===== config.mk =====
export PLATFORM = sky130hd
export DESIGN_NAME = pac_top
export DESIGN_NICKNAME = d
export VERILOG_FILES = /design/src/hw/pac_top.v /design/src/hw/pac_entry.v
export VERILOG_INCLUDE_DIRS = /design/src /design/src/common
export SDC_FILE = /design/constraint.sdc
export NUM_CORES = 1
export LEC_CHECK = 0
export ABC_CLOCK_PERIOD_IN_PS = 4550
export BUFFER_PORTS_ARGS = -buffer_cell sky130_fd_sc_hd__buf_2
export CAP_MARGIN = 20
export CORE_MARGIN = 1
export CORE_UTILIZATION = 50
export DETAILED_ROUTE_END_ITERATION = 8
export MAX_ROUTING_LAYER = met4
export PLACE_DENSITY = 0.71
export SLEW_MARGIN = 20
export SYNTH_ARGS = -nofsm -noshare
export SYNTH_HDL_FRONTEND = slang
export SYNTH_SLANG_ARGS = --single-unit

===== constraint.sdc =====
create_clock -name MCLK -period 4.55 [get_ports MCLK]
set_input_delay 0.455 -clock MCLK [delete_from_list [all_inputs] [get_ports MCLK]]
set_output_delay 0.455 -clock MCLK [all_outputs]
set_load 0.01 [all_outputs]

===== src/common/pac_defs.vh =====
`ifndef PAC_DEFS_VH
`define PAC_DEFS_VH
// ************************************************************
// clock and timing figures
// ************************************************************
`define PAC_CLK_MHZ 200
`define PAC_T_CYC 16
`define PAC_BREAK_US 4000
`define PAC_EXIT_US 2000
`define PAC_POLL_US 10000
`define PAC_SECOND_US 1000000
`define PAC_VERIFY_US 10
`define PAC_BREAK_CYC (`PAC_BREAK_US * `PAC_CLK_MHZ)
`define PAC_EXIT_CYC (`PAC_EXIT_US * `PAC_CLK_MHZ)
`define PAC_POLL_CYC (`PAC_POLL_US * `PAC_CLK_MHZ)
`define PAC_SECOND_CYC (`PAC_SECOND_US * `PAC_CLK_MHZ)
`define PAC_VERIFY_CYC (`PAC_VERIFY_US * `PAC_CLK_MHZ)
// ************************************************************
// duty-cycle symbol windows, low time and period in units of T
// ************************************************************
`define PAC_BIT_T 16
`define PAC_ZERO_MIN_T 2
`define PAC_ZERO_MAX_T 4
`define PAC_ONE_MIN_T 5
`define PAC_ONE_MAX_T 7
`define PAC_SYNC_MIN_T 8
`define PAC_SYNC_MAX_T 10
`define PAC_TERM_MIN_T 11
`define PAC_TERM_MAX_T 13
`define PAC_PER_MIN_T 14
`define PAC_PER_MAX_T 18
`define PAC_SYNC_BITS 3
`define PAC_ENTRY_KEY 8'hA5
`define PAC_ENTRY_TEST 8'h3C
`define PAC_ENTRY_WRITER 8'hC3
// ************************************************************
// programming port commands and info block layout
// ************************************************************
`define PAC_CMD_ERASE_MAIN 8'h01
`define PAC_CMD_ERASE_ALL 8'h02
`define PAC_CMD_READ_VERIFY 8'h03
`define PAC_CMD_INFO_WRITE 8'h04
`define PAC_INFO_MU_BASE 8'h40
`define PAC_INFO_USER_BASE 8'h44
`define PAC_WAIT_PAD1_BIT 6
`define PAC_WAIT_PAD2_BIT 7
`define PAC_STATUS_RST 8'h00
`endif


===== src/hw/pac_top.v =====
`timescale 1ns/1ps
`default_nettype none
`include "pac_defs.vh"
module pac_top #(
  parameter [19:0] BREAK_CYC = `PAC_BREAK_CYC,
  parameter [19:0] EXIT_CYC = `PAC_EXIT_CYC,
  parameter [31:0] POLL_CYC = `PAC_POLL_CYC,
  parameter [31:0] SECOND_CYC = `PAC_SECOND_CYC
) (
  input wire MCLK,
  input wire EXTERNAL_RESET_INPUT,
  input wire EXT_RESET_IN,
  input wire PROG_ENABLE_N,
  input wire PROG_CLOCK_IN,
  input wire PROG_DATA_IN,
  output wire PROG_DATA_OUT,
  output wire TEST_MODE,
  output wire PROG_MODE,
  output reg WM_UNLOCKED,
  input wire [63:0] WM_KEY_REF,
  input wire [63:0] ISP_KEY_REF,
  input wire [127:0] BOOT_TAIL,
  input wire [7:0] WAIT_BYTE,
  input wire TWOWIRE_CLK1_PAD,
  input wire TWOWIRE_CLK2_PAD,
  input wire [2:0] ISP_REQUEST,
  input wire ISP_CMD_VALID,
  input wire [7:0] ISP_CMD,
  input wire [63:0] ISP_ARG,
  output reg ISP_ACCEPT,
  output reg ISP_REFUSE,
  output reg ISP_UNLOCKED,
  output reg BOOT_TO_USER,
  output reg BOOT_TO_ISP,
  output reg FLASH_ERASE_MAIN,
  output reg FLASH_ERASE_ALL,
  output reg FLASH_CMD,
  output reg [7:0] FLASH_CMD_CODE,
  output reg FLASH_INFO_WR,
  output reg [7:0] FLASH_INFO_ADDR,
  output reg [7:0] FLASH_INFO_DATA
);
  localparam [11:0] VERIFY_CYC = `PAC_VERIFY_CYC;
  localparam [1:0] B_SETTLE = 2'h0, B_POLL = 2'h1, B_USER = 2'h2, B_ISP = 2'h3;
  localparam IX_PIN = 0, IX_EN = 1, IX_CLK = 2, IX_DIN = 3, IX_P1 = 4, IX_P2 = 5;

  // ************************************************************
  // input synchronisers
  // ************************************************************
  reg [5:0] sync1;
  reg [5:0] sync2;
  reg clk_q;
  wire [5:0] raw_in = {TWOWIRE_CLK2_PAD, TWOWIRE_CLK1_PAD, PROG_DATA_IN,
                       PROG_CLOCK_IN, PROG_ENABLE_N, EXT_RESET_IN};

  // all pins but clock and data idle high, so the chain resets high to avoid a false break
  always @(posedge MCLK or negedge EXTERNAL_RESET_INPUT) begin
    if (!EXTERNAL_RESET_INPUT) begin
      sync1 <= 6'h3F;
      sync2 <= 6'h3F;
      clk_q <= 1'b1;
    end else begin
      sync1 <= raw_in;
      sync2 <= sync1;
      clk_q <= sync2[IX_CLK];
    end
  end

  // ************************************************************
  // entry decoder on the reset pin
  // ************************************************************
  pac_entry #(
    .BREAK_CYC(BREAK_CYC),
    .EXIT_CYC(EXIT_CYC)
  ) u_entry (
    .clk(MCLK),
    .rst_n(EXTERNAL_RESET_INPUT),
    .pin(sync2[IX_PIN]),
    .test_mode(TEST_MODE),
    .writer_mode(PROG_MODE)
  );

  // ************************************************************
  // shared state
  // ************************************************************
  reg [255:0] info_done;
  reg all_erased;
  reg [6:0] bit_cnt;
  reg [7:0] cmd;
  reg [63:0] rx_sr;
  reg [7:0] tx_sr;
  reg [11:0] vfy_cnt;
  reg [63:0] vfy_key;
  reg last_pass;
  reg refused;
  reg [1:0] boot_state;
  reg [31:0] boot_cnt;
  reg [2:0] wait_ones;
  reg [15:0] byte_blank;
  integer k;

  wire clk_rise = sync2[IX_CLK] & ~clk_q;
  wire port_on = PROG_MODE & ~sync2[IX_EN];
  wire [6:0] next_bit_cnt = bit_cnt + 7'h01;
  wire [63:0] next_rx = {rx_sr[62:0], sync2[IX_DIN]};
  wire [7:0] status = {vfy_cnt != 12'h000, WM_UNLOCKED, last_pass, refused, 4'h0};
  wire isp_live = (boot_state == B_ISP) & ~PROG_MODE;

  // one-time and maker-byte gating of info block writes
  function info_ok;
    input [7:0] addr;
    input from_wm;
    input erased;
    input done;
    begin
      if (addr < `PAC_INFO_MU_BASE) info_ok = from_wm & erased;
      else if (addr < `PAC_INFO_USER_BASE) info_ok = (from_wm & erased) | ~done;
      else info_ok = ~done;
    end
  endfunction

  assign PROG_DATA_OUT = tx_sr[7];

  // ************************************************************
  // programming port and serial programming command engine
  // ************************************************************
  // writer traffic has priority; isp commands are refused while writer mode is on
  always @(posedge MCLK or negedge EXTERNAL_RESET_INPUT) begin
    if (!EXTERNAL_RESET_INPUT) begin
      info_done <= {256{1'b0}};
      all_erased <= 1'b0;
      bit_cnt <= 7'h00;
      cmd <= 8'h00;
      rx_sr <= 64'h0;
      tx_sr <= `PAC_STATUS_RST;
      vfy_cnt <= 12'h000;
      vfy_key <= 64'h0;
      last_pass <= 1'b0;
      refused <= 1'b0;
      WM_UNLOCKED <= 1'b0;
      ISP_UNLOCKED <= 1'b0;
      ISP_ACCEPT <= 1'b0;
      ISP_REFUSE <= 1'b0;
      FLASH_ERASE_MAIN <= 1'b0;
      FLASH_ERASE_ALL <= 1'b0;
      FLASH_CMD <= 1'b0;
      FLASH_CMD_CODE <= 8'h00;
      FLASH_INFO_WR <= 1'b0;
      FLASH_INFO_ADDR <= 8'h00;
      FLASH_INFO_DATA <= 8'h00;
    end else begin
      ISP_ACCEPT <= 1'b0;
      ISP_REFUSE <= 1'b0;
      FLASH_ERASE_MAIN <= 1'b0;
      FLASH_ERASE_ALL <= 1'b0;
      FLASH_CMD <= 1'b0;
      FLASH_INFO_WR <= 1'b0;
      // verify runs its full time whether or not the key matches
      if (vfy_cnt != 12'h000) begin
        vfy_cnt <= vfy_cnt - 12'h001;
        if (vfy_cnt == 12'h001) begin
          last_pass <= (vfy_key == WM_KEY_REF);
          if (vfy_key == WM_KEY_REF) WM_UNLOCKED <= 1'b1;
        end
      end
      if (!PROG_MODE) WM_UNLOCKED <= 1'b0;
      if (!port_on) begin
        bit_cnt <= 7'h00;
      end else if (clk_rise) begin
        rx_sr <= next_rx;
        bit_cnt <= next_bit_cnt;
        if (next_bit_cnt[2:0] == 3'h0) tx_sr <= status;
        else tx_sr <= {tx_sr[6:0], 1'b0};
        if (next_bit_cnt == 7'h08) begin
          cmd <= next_rx[7:0];
          refused <= 1'b0;
          if (vfy_cnt != 12'h000) refused <= 1'b1;
          else if (next_rx[7:0] == `PAC_CMD_ERASE_MAIN) begin
            FLASH_ERASE_MAIN <= 1'b1;
          end else if (next_rx[7:0] == `PAC_CMD_ERASE_ALL) begin
            FLASH_ERASE_ALL <= 1'b1;
            all_erased <= 1'b1;
            info_done <= {256{1'b0}};
          end else if (next_rx[7:0] == `PAC_CMD_READ_VERIFY) begin
            refused <= 1'b0;
          end else if (!WM_UNLOCKED) begin
            refused <= 1'b1;
          end else if (next_rx[7:0] != `PAC_CMD_INFO_WRITE) begin
            FLASH_CMD <= 1'b1;
            FLASH_CMD_CODE <= next_rx[7:0];
            all_erased <= 1'b0;
          end
        end
        if (next_bit_cnt == 7'h48 && cmd == `PAC_CMD_READ_VERIFY && !refused) begin
          vfy_cnt <= VERIFY_CYC;
          vfy_key <= next_rx;
        end
        if (next_bit_cnt == 7'h18 && cmd == `PAC_CMD_INFO_WRITE && WM_UNLOCKED) begin
          if (info_ok(next_rx[15:8], 1'b1, all_erased, info_done[next_rx[15:8]])) begin
            FLASH_INFO_WR <= 1'b1;
            FLASH_INFO_ADDR <= next_rx[15:8];
            FLASH_INFO_DATA <= next_rx[7:0];
            if (next_rx[15:8] >= `PAC_INFO_MU_BASE) info_done[next_rx[15:8]] <= 1'b1;
          end else refused <= 1'b1;
        end
      end
      if (isp_live && ISP_CMD_VALID) begin
        if (ISP_CMD == `PAC_CMD_READ_VERIFY) begin
          ISP_ACCEPT <= 1'b1;
          if (ISP_ARG == ISP_KEY_REF) ISP_UNLOCKED <= 1'b1;
        end else if (!ISP_UNLOCKED) begin
          ISP_REFUSE <= 1'b1;
        end else if (ISP_CMD == `PAC_CMD_INFO_WRITE) begin
          if (info_ok(ISP_ARG[15:8], 1'b0, all_erased, info_done[ISP_ARG[15:8]])) begin
            ISP_ACCEPT <= 1'b1;
            FLASH_INFO_WR <= 1'b1;
            FLASH_INFO_ADDR <= ISP_ARG[15:8];
            FLASH_INFO_DATA <= ISP_ARG[7:0];
            info_done[ISP_ARG[15:8]] <= 1'b1;
          end else ISP_REFUSE <= 1'b1;
        end else begin
          ISP_ACCEPT <= 1'b1;
          FLASH_CMD <= 1'b1;
          FLASH_CMD_CODE <= ISP_CMD;
        end
      end else if (!isp_live && ISP_CMD_VALID) begin
        ISP_REFUSE <= 1'b1;
      end
    end
  end

  // ************************************************************
  // start-up decision
  // ************************************************************
  genvar g;
  generate
    for (g = 0; g < 16; g = g + 1) begin : g_blank
      // each tail byte must read all ones
      always @* byte_blank[g] = &BOOT_TAIL[8*g+7:8*g];
    end
  endgenerate

  // seconds of extra wait, one per set bit in the low six bits
  always @* begin
    wait_ones = 3'h0;
    for (k = 0; k < 6; k = k + 1) begin
      wait_ones = wait_ones + {2'h0, WAIT_BYTE[k]};
    end
  end

  wire [31:0] wait_limit = POLL_CYC + ({29'h0, wait_ones} * SECOND_CYC);
  wire pad_hit = (WAIT_BYTE[`PAC_WAIT_PAD2_BIT] & ~sync2[IX_P2]) |
                 (WAIT_BYTE[`PAC_WAIT_PAD1_BIT] & ~sync2[IX_P1]);

  // settle gives the pad synchronisers time to fill before the check
  always @(posedge MCLK or negedge EXTERNAL_RESET_INPUT) begin
    if (!EXTERNAL_RESET_INPUT) begin
      boot_state <= B_SETTLE;
      boot_cnt <= 32'h0;
      BOOT_TO_USER <= 1'b0;
      BOOT_TO_ISP <= 1'b0;
    end else begin
      case (boot_state)
        B_SETTLE: begin
          boot_cnt <= boot_cnt + 32'h1;
          if (boot_cnt == 32'h3) begin
            boot_cnt <= 32'h0;
            if (!(&byte_blank)) begin
              boot_state <= B_USER;
              BOOT_TO_USER <= 1'b1;
            end else if (pad_hit) begin
              boot_state <= B_ISP;
              BOOT_TO_ISP <= 1'b1;
            end else boot_state <= B_POLL;
          end
        end
        B_POLL: begin
          boot_cnt <= boot_cnt + 32'h1;
          if (|ISP_REQUEST) begin
            boot_state <= B_ISP;
            BOOT_TO_ISP <= 1'b1;
          end else if (boot_cnt >= wait_limit) begin
            boot_state <= B_USER;
            BOOT_TO_USER <= 1'b1;
          end
        end
        B_USER, B_ISP: boot_state <= boot_state;
        default: boot_state <= B_SETTLE;
      endcase
    end
  end
endmodule // pac_top
`default_nettype wire


===== src/hw/pac_entry.v =====
`timescale 1ns/1ps
`default_nettype none
`include "pac_defs.vh"
module pac_entry #(
  parameter [19:0] BREAK_CYC = `PAC_BREAK_CYC,
  parameter [19:0] EXIT_CYC = `PAC_EXIT_CYC
) (
  input wire clk,
  input wire rst_n,
  input wire pin,
  output reg test_mode,
  output reg writer_mode
);
  localparam [19:0] ZMIN = `PAC_ZERO_MIN_T * `PAC_T_CYC;
  localparam [19:0] ZMAX = `PAC_ZERO_MAX_T * `PAC_T_CYC;
  localparam [19:0] OMIN = `PAC_ONE_MIN_T * `PAC_T_CYC;
  localparam [19:0] OMAX = `PAC_ONE_MAX_T * `PAC_T_CYC;
  localparam [19:0] SMIN = `PAC_SYNC_MIN_T * `PAC_T_CYC;
  localparam [19:0] SMAX = `PAC_SYNC_MAX_T * `PAC_T_CYC;
  localparam [19:0] TMIN = `PAC_TERM_MIN_T * `PAC_T_CYC;
  localparam [19:0] TMAX = `PAC_TERM_MAX_T * `PAC_T_CYC;
  localparam [19:0] PMIN = `PAC_PER_MIN_T * `PAC_T_CYC;
  localparam [19:0] PMAX = `PAC_PER_MAX_T * `PAC_T_CYC;
  localparam [4:0] NSYNC = `PAC_SYNC_BITS;
  localparam [4:0] LAST = NSYNC + 5'h10;
  localparam [4:0] DONE = LAST + 5'h01;
  localparam [2:0] S_IDLE = 3'h0, S_BREAK = 3'h1, S_LOW = 3'h2;
  localparam [2:0] S_HIGH = 3'h3, S_ACTIVE = 3'h4, S_ERR = 3'h5;
  localparam [1:0] SY_ZERO = 2'h0, SY_ONE = 2'h1, SY_SYNC = 2'h2, SY_TERM = 2'h3;

  reg [2:0] state;
  reg pin_q;
  reg [19:0] run_cnt;
  reg [19:0] per_cnt;
  reg [4:0] idx;
  reg [15:0] data;
  reg [1:0] sym;
  reg sym_valid;
  reg sym_ok;
  wire rise = pin & ~pin_q;
  wire fall = ~pin & pin_q;

  // classify the low time that just ended into one of four symbols
  always @* begin
    sym = SY_ZERO;
    sym_valid = 1'b1;
    if (run_cnt >= ZMIN && run_cnt <= ZMAX) sym = SY_ZERO;
    else if (run_cnt >= OMIN && run_cnt <= OMAX) sym = SY_ONE;
    else if (run_cnt >= SMIN && run_cnt <= SMAX) sym = SY_SYNC;
    else if (run_cnt >= TMIN && run_cnt <= TMAX) sym = SY_TERM;
    else sym_valid = 1'b0;
    if (idx < NSYNC) sym_ok = sym_valid & (sym == SY_SYNC);
    else if (idx < LAST) sym_ok = sym_valid & (sym == SY_ZERO || sym == SY_ONE);
    else sym_ok = sym_valid & (sym == SY_TERM);
  end

  // run and period counters saturate so a stuck pin never wraps
  always @(posedge clk or negedge rst_n) begin
    if (!rst_n) begin
      pin_q <= 1'b1;
      run_cnt <= 20'h00000;
      per_cnt <= 20'h00000;
    end else begin
      pin_q <= pin;
      if (pin != pin_q) run_cnt <= 20'h00001;
      else if (run_cnt != 20'hFFFFF) run_cnt <= run_cnt + 20'h00001;
      if (fall) per_cnt <= 20'h00001;
      else if (per_cnt != 20'hFFFFF) per_cnt <= per_cnt + 20'h00001;
    end
  end

  // sequence tracker; any mismatch parks in error until the next break
  always @(posedge clk or negedge rst_n) begin
    if (!rst_n) begin
      state <= S_IDLE;
      idx <= 5'h00;
      data <= 16'h0000;
      test_mode <= 1'b0;
      writer_mode <= 1'b0;
    end else if (pin && !rise && run_cnt > EXIT_CYC) begin // a rise still shows the low run
      test_mode <= 1'b0;
      writer_mode <= 1'b0;
      state <= S_IDLE;
    end else if (!pin && !fall && run_cnt > BREAK_CYC && state != S_ACTIVE) begin
      state <= S_BREAK;
      idx <= 5'h00;
    end else begin
      case (state)
        S_BREAK: begin
          if (rise) state <= S_HIGH;
        end
        S_HIGH: begin
          if (fall) begin
            if (idx == DONE) begin
              // pin back low after the terminal bit holds the mode
              if (data == {`PAC_ENTRY_KEY, `PAC_ENTRY_TEST}) begin
                test_mode <= 1'b1;
                state <= S_ACTIVE;
              end else if (data == {`PAC_ENTRY_KEY, `PAC_ENTRY_WRITER}) begin
                writer_mode <= 1'b1;
                state <= S_ACTIVE;
              end else state <= S_ERR;
            end else if (idx != 5'h00 && (per_cnt < PMIN || per_cnt > PMAX)) begin
              state <= S_ERR;
            end else state <= S_LOW;
          end else if (idx != 5'h00 && idx != DONE && per_cnt > PMAX) begin
            state <= S_ERR;
          end
        end
        S_LOW: begin
          if (rise) begin
            if (sym_ok) begin
              idx <= idx + 5'h01;
              if (idx >= NSYNC && idx < LAST) data <= {data[14:0], sym == SY_ONE};
              state <= S_HIGH;
            end else state <= S_ERR;
          end
        end
        S_IDLE, S_ACTIVE, S_ERR: state <= state;
        default: state <= S_IDLE;
      endcase
    end
  end
endmodule // pac_entry
`default_nettype wire


# After elaboration in Yosys (flattened, before gate mapping)
# Cells that the tools add are included.
classes:
  magnitude_cmp: 24
  add_sub_neg: 12
  n_eq_ne: 53
  mul: 1
  reduce_logical: 66
  muxes: 193
  bitwise_logic: 28
op_table:
  columns: ["op", "n"]
  rows:
  - ["two-way mux 256 bit", 16]
  - ["bitwise OR 256 bit", 2]
  - ["two-way mux 8 bit", 32]
  - ["== test 64 bit", 2]
  - ["AND reduction 128 bit", 1]
  - ["two-way mux 1 bit", 102]
  - ["two-way mux 20 bit", 4]
  - ["case mux 32 bit (2 select lines)", 1]
  - ["two-way mux 12 bit", 4]
  - ["adder 20 x 1 -> 20 bit (second input constant)", 2]
  - ["greater-or-equal comparator 20 x 8 -> 1 bit (second input constant)", 2]
  - ["<= comparator 20 x 7 -> 1 bit (second input constant)", 2]
  - ["<= comparator 20 x 8 -> 1 bit (second input constant)", 2]
  - ["inequality test 20 bit (second input constant)", 2]
  - ["adder 21 x 31 -> 32 bit (first input constant)", 1]
  - ["adder 32 x 1 -> 32 bit (second input constant)", 1]
  - ["== test 16 bit (second input constant)", 2]
  - ["== test 32 x 2 -> 1 bit (second input constant)", 1]
  - ["== test 8 x 2 -> 1 bit (second input constant)", 4]
  - ["greater-or-equal comparator 32 bit", 1]
  - ["two-way mux 32 bit", 1]
  - ["two-way mux 3 bit", 10]
  - ["nonzero test 2 bit", 13]
  - ["< comparator 8 x 7 -> 1 bit (second input constant)", 3]
  - ["66 further kinds", 166]
totals:
  wordCells: 413
  register_bits: 569
  in_bits: 348
  output_inout_bits: 37

# Logic depth before layout (Yosys ltp)
depth:
  depth_word: 19
  mapped_depth: 28
  depth_no_buf: 28

# Modules after synthesis
# Synthesis repeated with hierarchy kept, for this count alone.
unflattened:
  hier_cells: 2982
  hier_area_um2: 28623.7
modules_own_cells:
  columns: ["mod", "cells_per_inst", "area_per_inst_um2", "seq_area_each_um2", "n_inst"]
  rows:
  - ["pac_top", 2559, 24652.4, 10876.7, 1]
  - ["pac_entry", 423, 3971.3, 1677.9, 1]

# Worst setup path before layout
# No wires, ideal clock.
synth_path:
  kind: "in2reg"
  startpoint: "input WAIT_BYTE[0]"
  endpoint: "register boot_state[1]"
  required_time_ps: 4411
  n_path_buf: 0
  setup_ps: 139
  path_slack_ps: -1816
  arrival_time_ps: 6228
  cell_stages: 27
  cell_sequence: "fa_1 inv_1 fa_1 inv_1 ha_1 inv_1 fa_1 inv_1 fa_1 inv_1 ha_1 fa_1 a21o_1 a21oi_1 o21ai_0 a21oi_1 mux2i_1 and3_1 xor2_1 ha_1 a21o_1 a21o_1 a21o_1 a21o_1 a21o_1 a21boi_0 a21oi_1"
synth_between:
  elab_chain_cells: 10
synth_rtl:
  columns: ["item", "line", "rtl"]
  rows:
  - ["from (decl)", "pac_top.v:23", "input wire [7:0] WAIT_BYTE,"]
  - ["adder 1 x 1 -> 2 bit", "pac_top.v:247", "wait_ones = wait_ones + {2'h0, WAIT_BYTE[k]};"]
  - ["adder 2 x 1 -> 3 bit", "pac_top.v:247", null]
  - ["adder 3 x 1 -> 3 bit (3 in a row)", "pac_top.v:247", null]
  - ["multiplier 3 x 19 -> 22 bit", "pac_top.v:251", "wire [31:0] wait_limit = POLL_CYC + ({29'h0, wait_ones} * SECOND_CYC);"]
  - ["adder 21 x 31 -> 32 bit", "pac_top.v:251", null]
  - ["greater-or-equal comparator 32 bit", "pac_top.v:282", "end else if (boot_cnt >= wait_limit) begin"]
  - ["inequality test 3 bit (no line)", null, null]
  - ["AND reduction 3 bit (no line)", null, null]
  - ["to (signal assigned)", "pac_top.v:287", "B_USER, B_ISP: boot_state <= boot_state;"]
  - ["to (decl)", "pac_top.v:96", "reg [1:0] boot_state;"]
# No other way between the ends.
# A chain may end at the register's enable or synchronous reset.

# Final worst setup path
layout_path:
  startpoint: "input WAIT_BYTE[0]"
  endpoint: "register boot_state[0]"
# The elaborated chain is that of the path after synthesis.

==> results.yml <==
status:
  run_status: "finished with violations"
  failed_checks: "setup timing"
place:
  hpwl_um: 65670
  place_area_um2: 31580
  gp_congestion: 1.036
  io_buffers: 384
  placedCellCount: 4002
  dp_slack_ps: -1921
grt:
  grt_usage_pct: 33.15
  grt_antenna_before_repair: 7
  grt_pass1_wl_um: 144400
  grt_pass1_vias: 25910
  grt-ovfl-total: 0
  grt_max_degree: 113
power:
  powerDensity_nw_per_um2: 344.7
  ir_worst_vdd_uv: 329.5
  power_mw: 11.61
  power_leakage_nw: 14.93
floorplanning:
  start_util_pct: 50.60
  ios: 385
  dieArea_um2: 58020
  die-width_um: 240.9
  std_cell_rows: 87
  core_region_area_um2: 56390
  chipHeight_um: 240.9
sta:
  tightest_slew_ps: 1055
  max_freq_ghz: 0.1752
  maxSlewViolCount: 0
  hold_viol: 0
  post-route-period-util_pct: 125.5
  fin_crit_ps: 5708
  slew_headroom_pct: 28.76
  fin_worst_skew_ps: 24.77
  rsz0062_at_grt: "true"
  finalSetupViolations: 3
  finalSetupTns_ps: -3406
  fin_hold_ws_ps: 78.50
  layout_setup_ws_ps: -1158
yosys:
  synth_seq_cells: 501
  netlist-cell-type-count: 88
  synth_seq_area_share_pct: 44.00
  yosys_warnings: 0
  synth_edf_count: 0
  netlist_instances: 2934
  synthArstFlopShare_pct: 100.0
  synth_fp_nets: 3339
  synthesis.area_um2: 28530
  syn-mean-instance-area_um2: 9.724
  synth-main-ff-cell: "dfrtp_1"
worst_setup_path:
  cp.required_ps: 5090
  end_kind: "flip-flop"
  timing.rr.start: "rx_sr[7]"
  startpoint_type: "input pin"
  crit_type: "in -> reg"
  critPathMaxStageDelay_ps: 540
  slowest_stage: "fa_1"
  cp_max_fo: 2
  crit_start: "WAIT_BYTE[0]"
  crit_end: "boot_state[0]"
  rrSetupSlack_ps: 470
  path_common_cell: "a21o_1"
  regToRegEndpoint: "info_done[176]"
  cp.arrival_ps: 6250
  reg2regPathDepth: 8
detailed_routing:
  dr.pass1.iters: 7
  vias_per_cell: 6.187
  vias: 25500
  drtAntennaViolNets: 0
  drt-total-wl_um: 92270
  drt_iter0_markers: 2570
  route.detailed.drc: 0
  drt-wirelength-per-cell_um: 22.39
final_layout:
  utilization_pct: 59.75
  nNetsFinal: 3717
  syn_to_final_growth_pct: 18.09
  num-fill-cells: 4797
  final_cells: 4121
  final_cell_mix: "nand2_1, dfrtp_1, buf_2"
  layout_commonest_cell: "nand2_1"
  layout-drive-gt1-share_pct: 22.90
  final_cell_area_um2: 33690
flow_run:
  maxCapViolations: 0
clock_network:
  numCtsBuffers: 54
  clk_pin_slew_ps: 60
  cts_sinks: 501
  clock_path_buffers: 3
  h-tree-depth: 2
  cts_tree: "done"
  root_buffer: "clkbuf_16"
  clk_latency_ps: 630
min_path:
  hold_class: "in -> reg"
## cell type report
cell class	instances	area, um2	share of cell area, %
multi-input combinational	2191	15090	44.78
sequential	501	12560	37.28
timing repair buffer	507	2948	8.749
clock buffer	81	1603	4.757
tap	756	945.9	2.807
clock inverter	21	315.3	0.9358
inverter	57	214.0	0.6350
antenna	7	17.52	0.05199
## registers in the layout, indices dropped and copies added (netlist names), 12 cells and up
signal and count:
boot_cnt 32, vfy_cnt 12, u_entry.data 16, u_entry.run_cnt 20, u_entry.per_cnt 20, vfy_key 64, info_done 192, rx_sr 63
## cells in the mapped netlist, types with 9 or more instances
| library cell | count | area share, % |
|---|---|---|
| xor2_1 | 95 | 2.9 |
| o21ai_0 | 129 | 2.3 |
| nor2b_1 | 24 | 0.53 |
| xnor2_1 | 124 | 3.8 |
| o21ai_1 | 27 | 0.47 |
| dfrtp_1 | 487 | 43 |
| and2_1 | 29 | 0.64 |
| mux4_2 | 78 | 6.2 |
| buf_1 | 17 | 0.22 |
| a22oi_1 | 146 | 3.8 |
| nor3_1 | 64 | 1.1 |
| o31ai_1 | 18 | 0.47 |
| and3_1 | 24 | 0.53 |
| mux2i_1 | 54 | 1.9 |
| o21a_1 | 11 | 0.29 |
| inv_1 | 56 | 0.74 |
| nand3b_1 | 11 | 0.29 |
| nor2_1 | 162 | 2.1 |
| a211oi_1 | 9 | 0.24 |
| o211ai_1 | 9 | 0.24 |
| buf_2 | 17 | 0.30 |
| nand3_1 | 54 | 0.95 |
| o221ai_1 | 65 | 2.0 |
| nand4_1 | 88 | 1.9 |
| a21oi_1 | 61 | 1.1 |
| mux2_2 | 24 | 0.95 |
| nand2_1 | 582 | 7.7 |
| dfstp_2 | 14 | 1.3 |
| mux4_1 | 10 | 0.92 |
| nand2b_1 | 22 | 0.48 |
| a31oi_1 | 14 | 0.31 |
| or3_1 | 19 | 0.42 |
| a21o_1 | 15 | 0.39 |
| clkbuf_1 | 136 | 1.8 |
| nor4_1 | 50 | 1.1 |
| ha_1 | 51 | 2.2 |
## cell families (layout without fill, tap and decap cells)
kind of cell | Yosys count | in the layout | share of synthesized area [%]
compound gates | 566 | 566 | 13.58
xor+xnor | 219 | 219 | 6.723
fa+ha+maj | 58 | 58 | 2.693
buf+inv | 242 | 666 | 3.539
flops | 501 | 501 | 44.00
mux | 166 | 166 | 9.920
other cells | 0 | 7 | 0
simple gates | 1182 | 1182 | 19.54
## report_power, final
| group | internal (mW) | switching (mW) |
|---|---|---|
| clock | 2.79 | 1.90 |
| sequential | 4.50 | 0.0407 |
| combinational | 1.14 | 1.25 |
## per-layer routing
| metal | part of all wire, % | up-vias | wire, um | global-route usage [%] |
|---|---|---|---|---|
| met3 | 9.0 | 285 | 8273 | 6.783 |
| met4 | 5.0 | 0 | 4600 | 17.66 |
| met5 | 0 | - | 0 | - |
| met2 | 48 | 1302 | 44180 | 52.63 |
| met1 | 38 | 12540 | 35210 | 39.84 |
| li1 | - | 11360 | - | - |
## worst min-delay path by stage
| stage | startpoint | end | depth (start not counted) | slack (ps) |
|---|---|---|---|---|
| global placement | sync1[1] | sync2[1] | 0 | 350 |
| detailed placement | sync1[3] | sync2[3] | 0 | 350 |
| floorplan | EXTERNAL_RESET_INPUT | BOOT_TO_ISP | 0 | 160 |
| global route | ISP_CMD_VALID | ISP_REFUSE | 3 | 70 |
| CTS | ISP_CMD_VALID | ISP_REFUSE | 3 | 50 |
| finish | ISP_CMD_VALID | ISP_REFUSE | 3 | 80 |
## critical path: cells and delay by family
family / cells / cell delay (ps)
AOI/OAI and AO/OA: 9 / 1370
and+or+nand+nor: 4 / 450
buffers and inverters: 8 / 670
xor gates and xnor gates: 2 / 310
adders and majority gates: 8 / 3010
## repair_timing
action                                 CTS  global route
resized for setup                        9            10
setup endpoints to repair                3             3
hold buffers                             7             0
pin swaps                                9             6
buffers inserted                         0             3
endpoints found under the hold margin   92             0
Note: power is estimated with default switching activity, not from simulation.
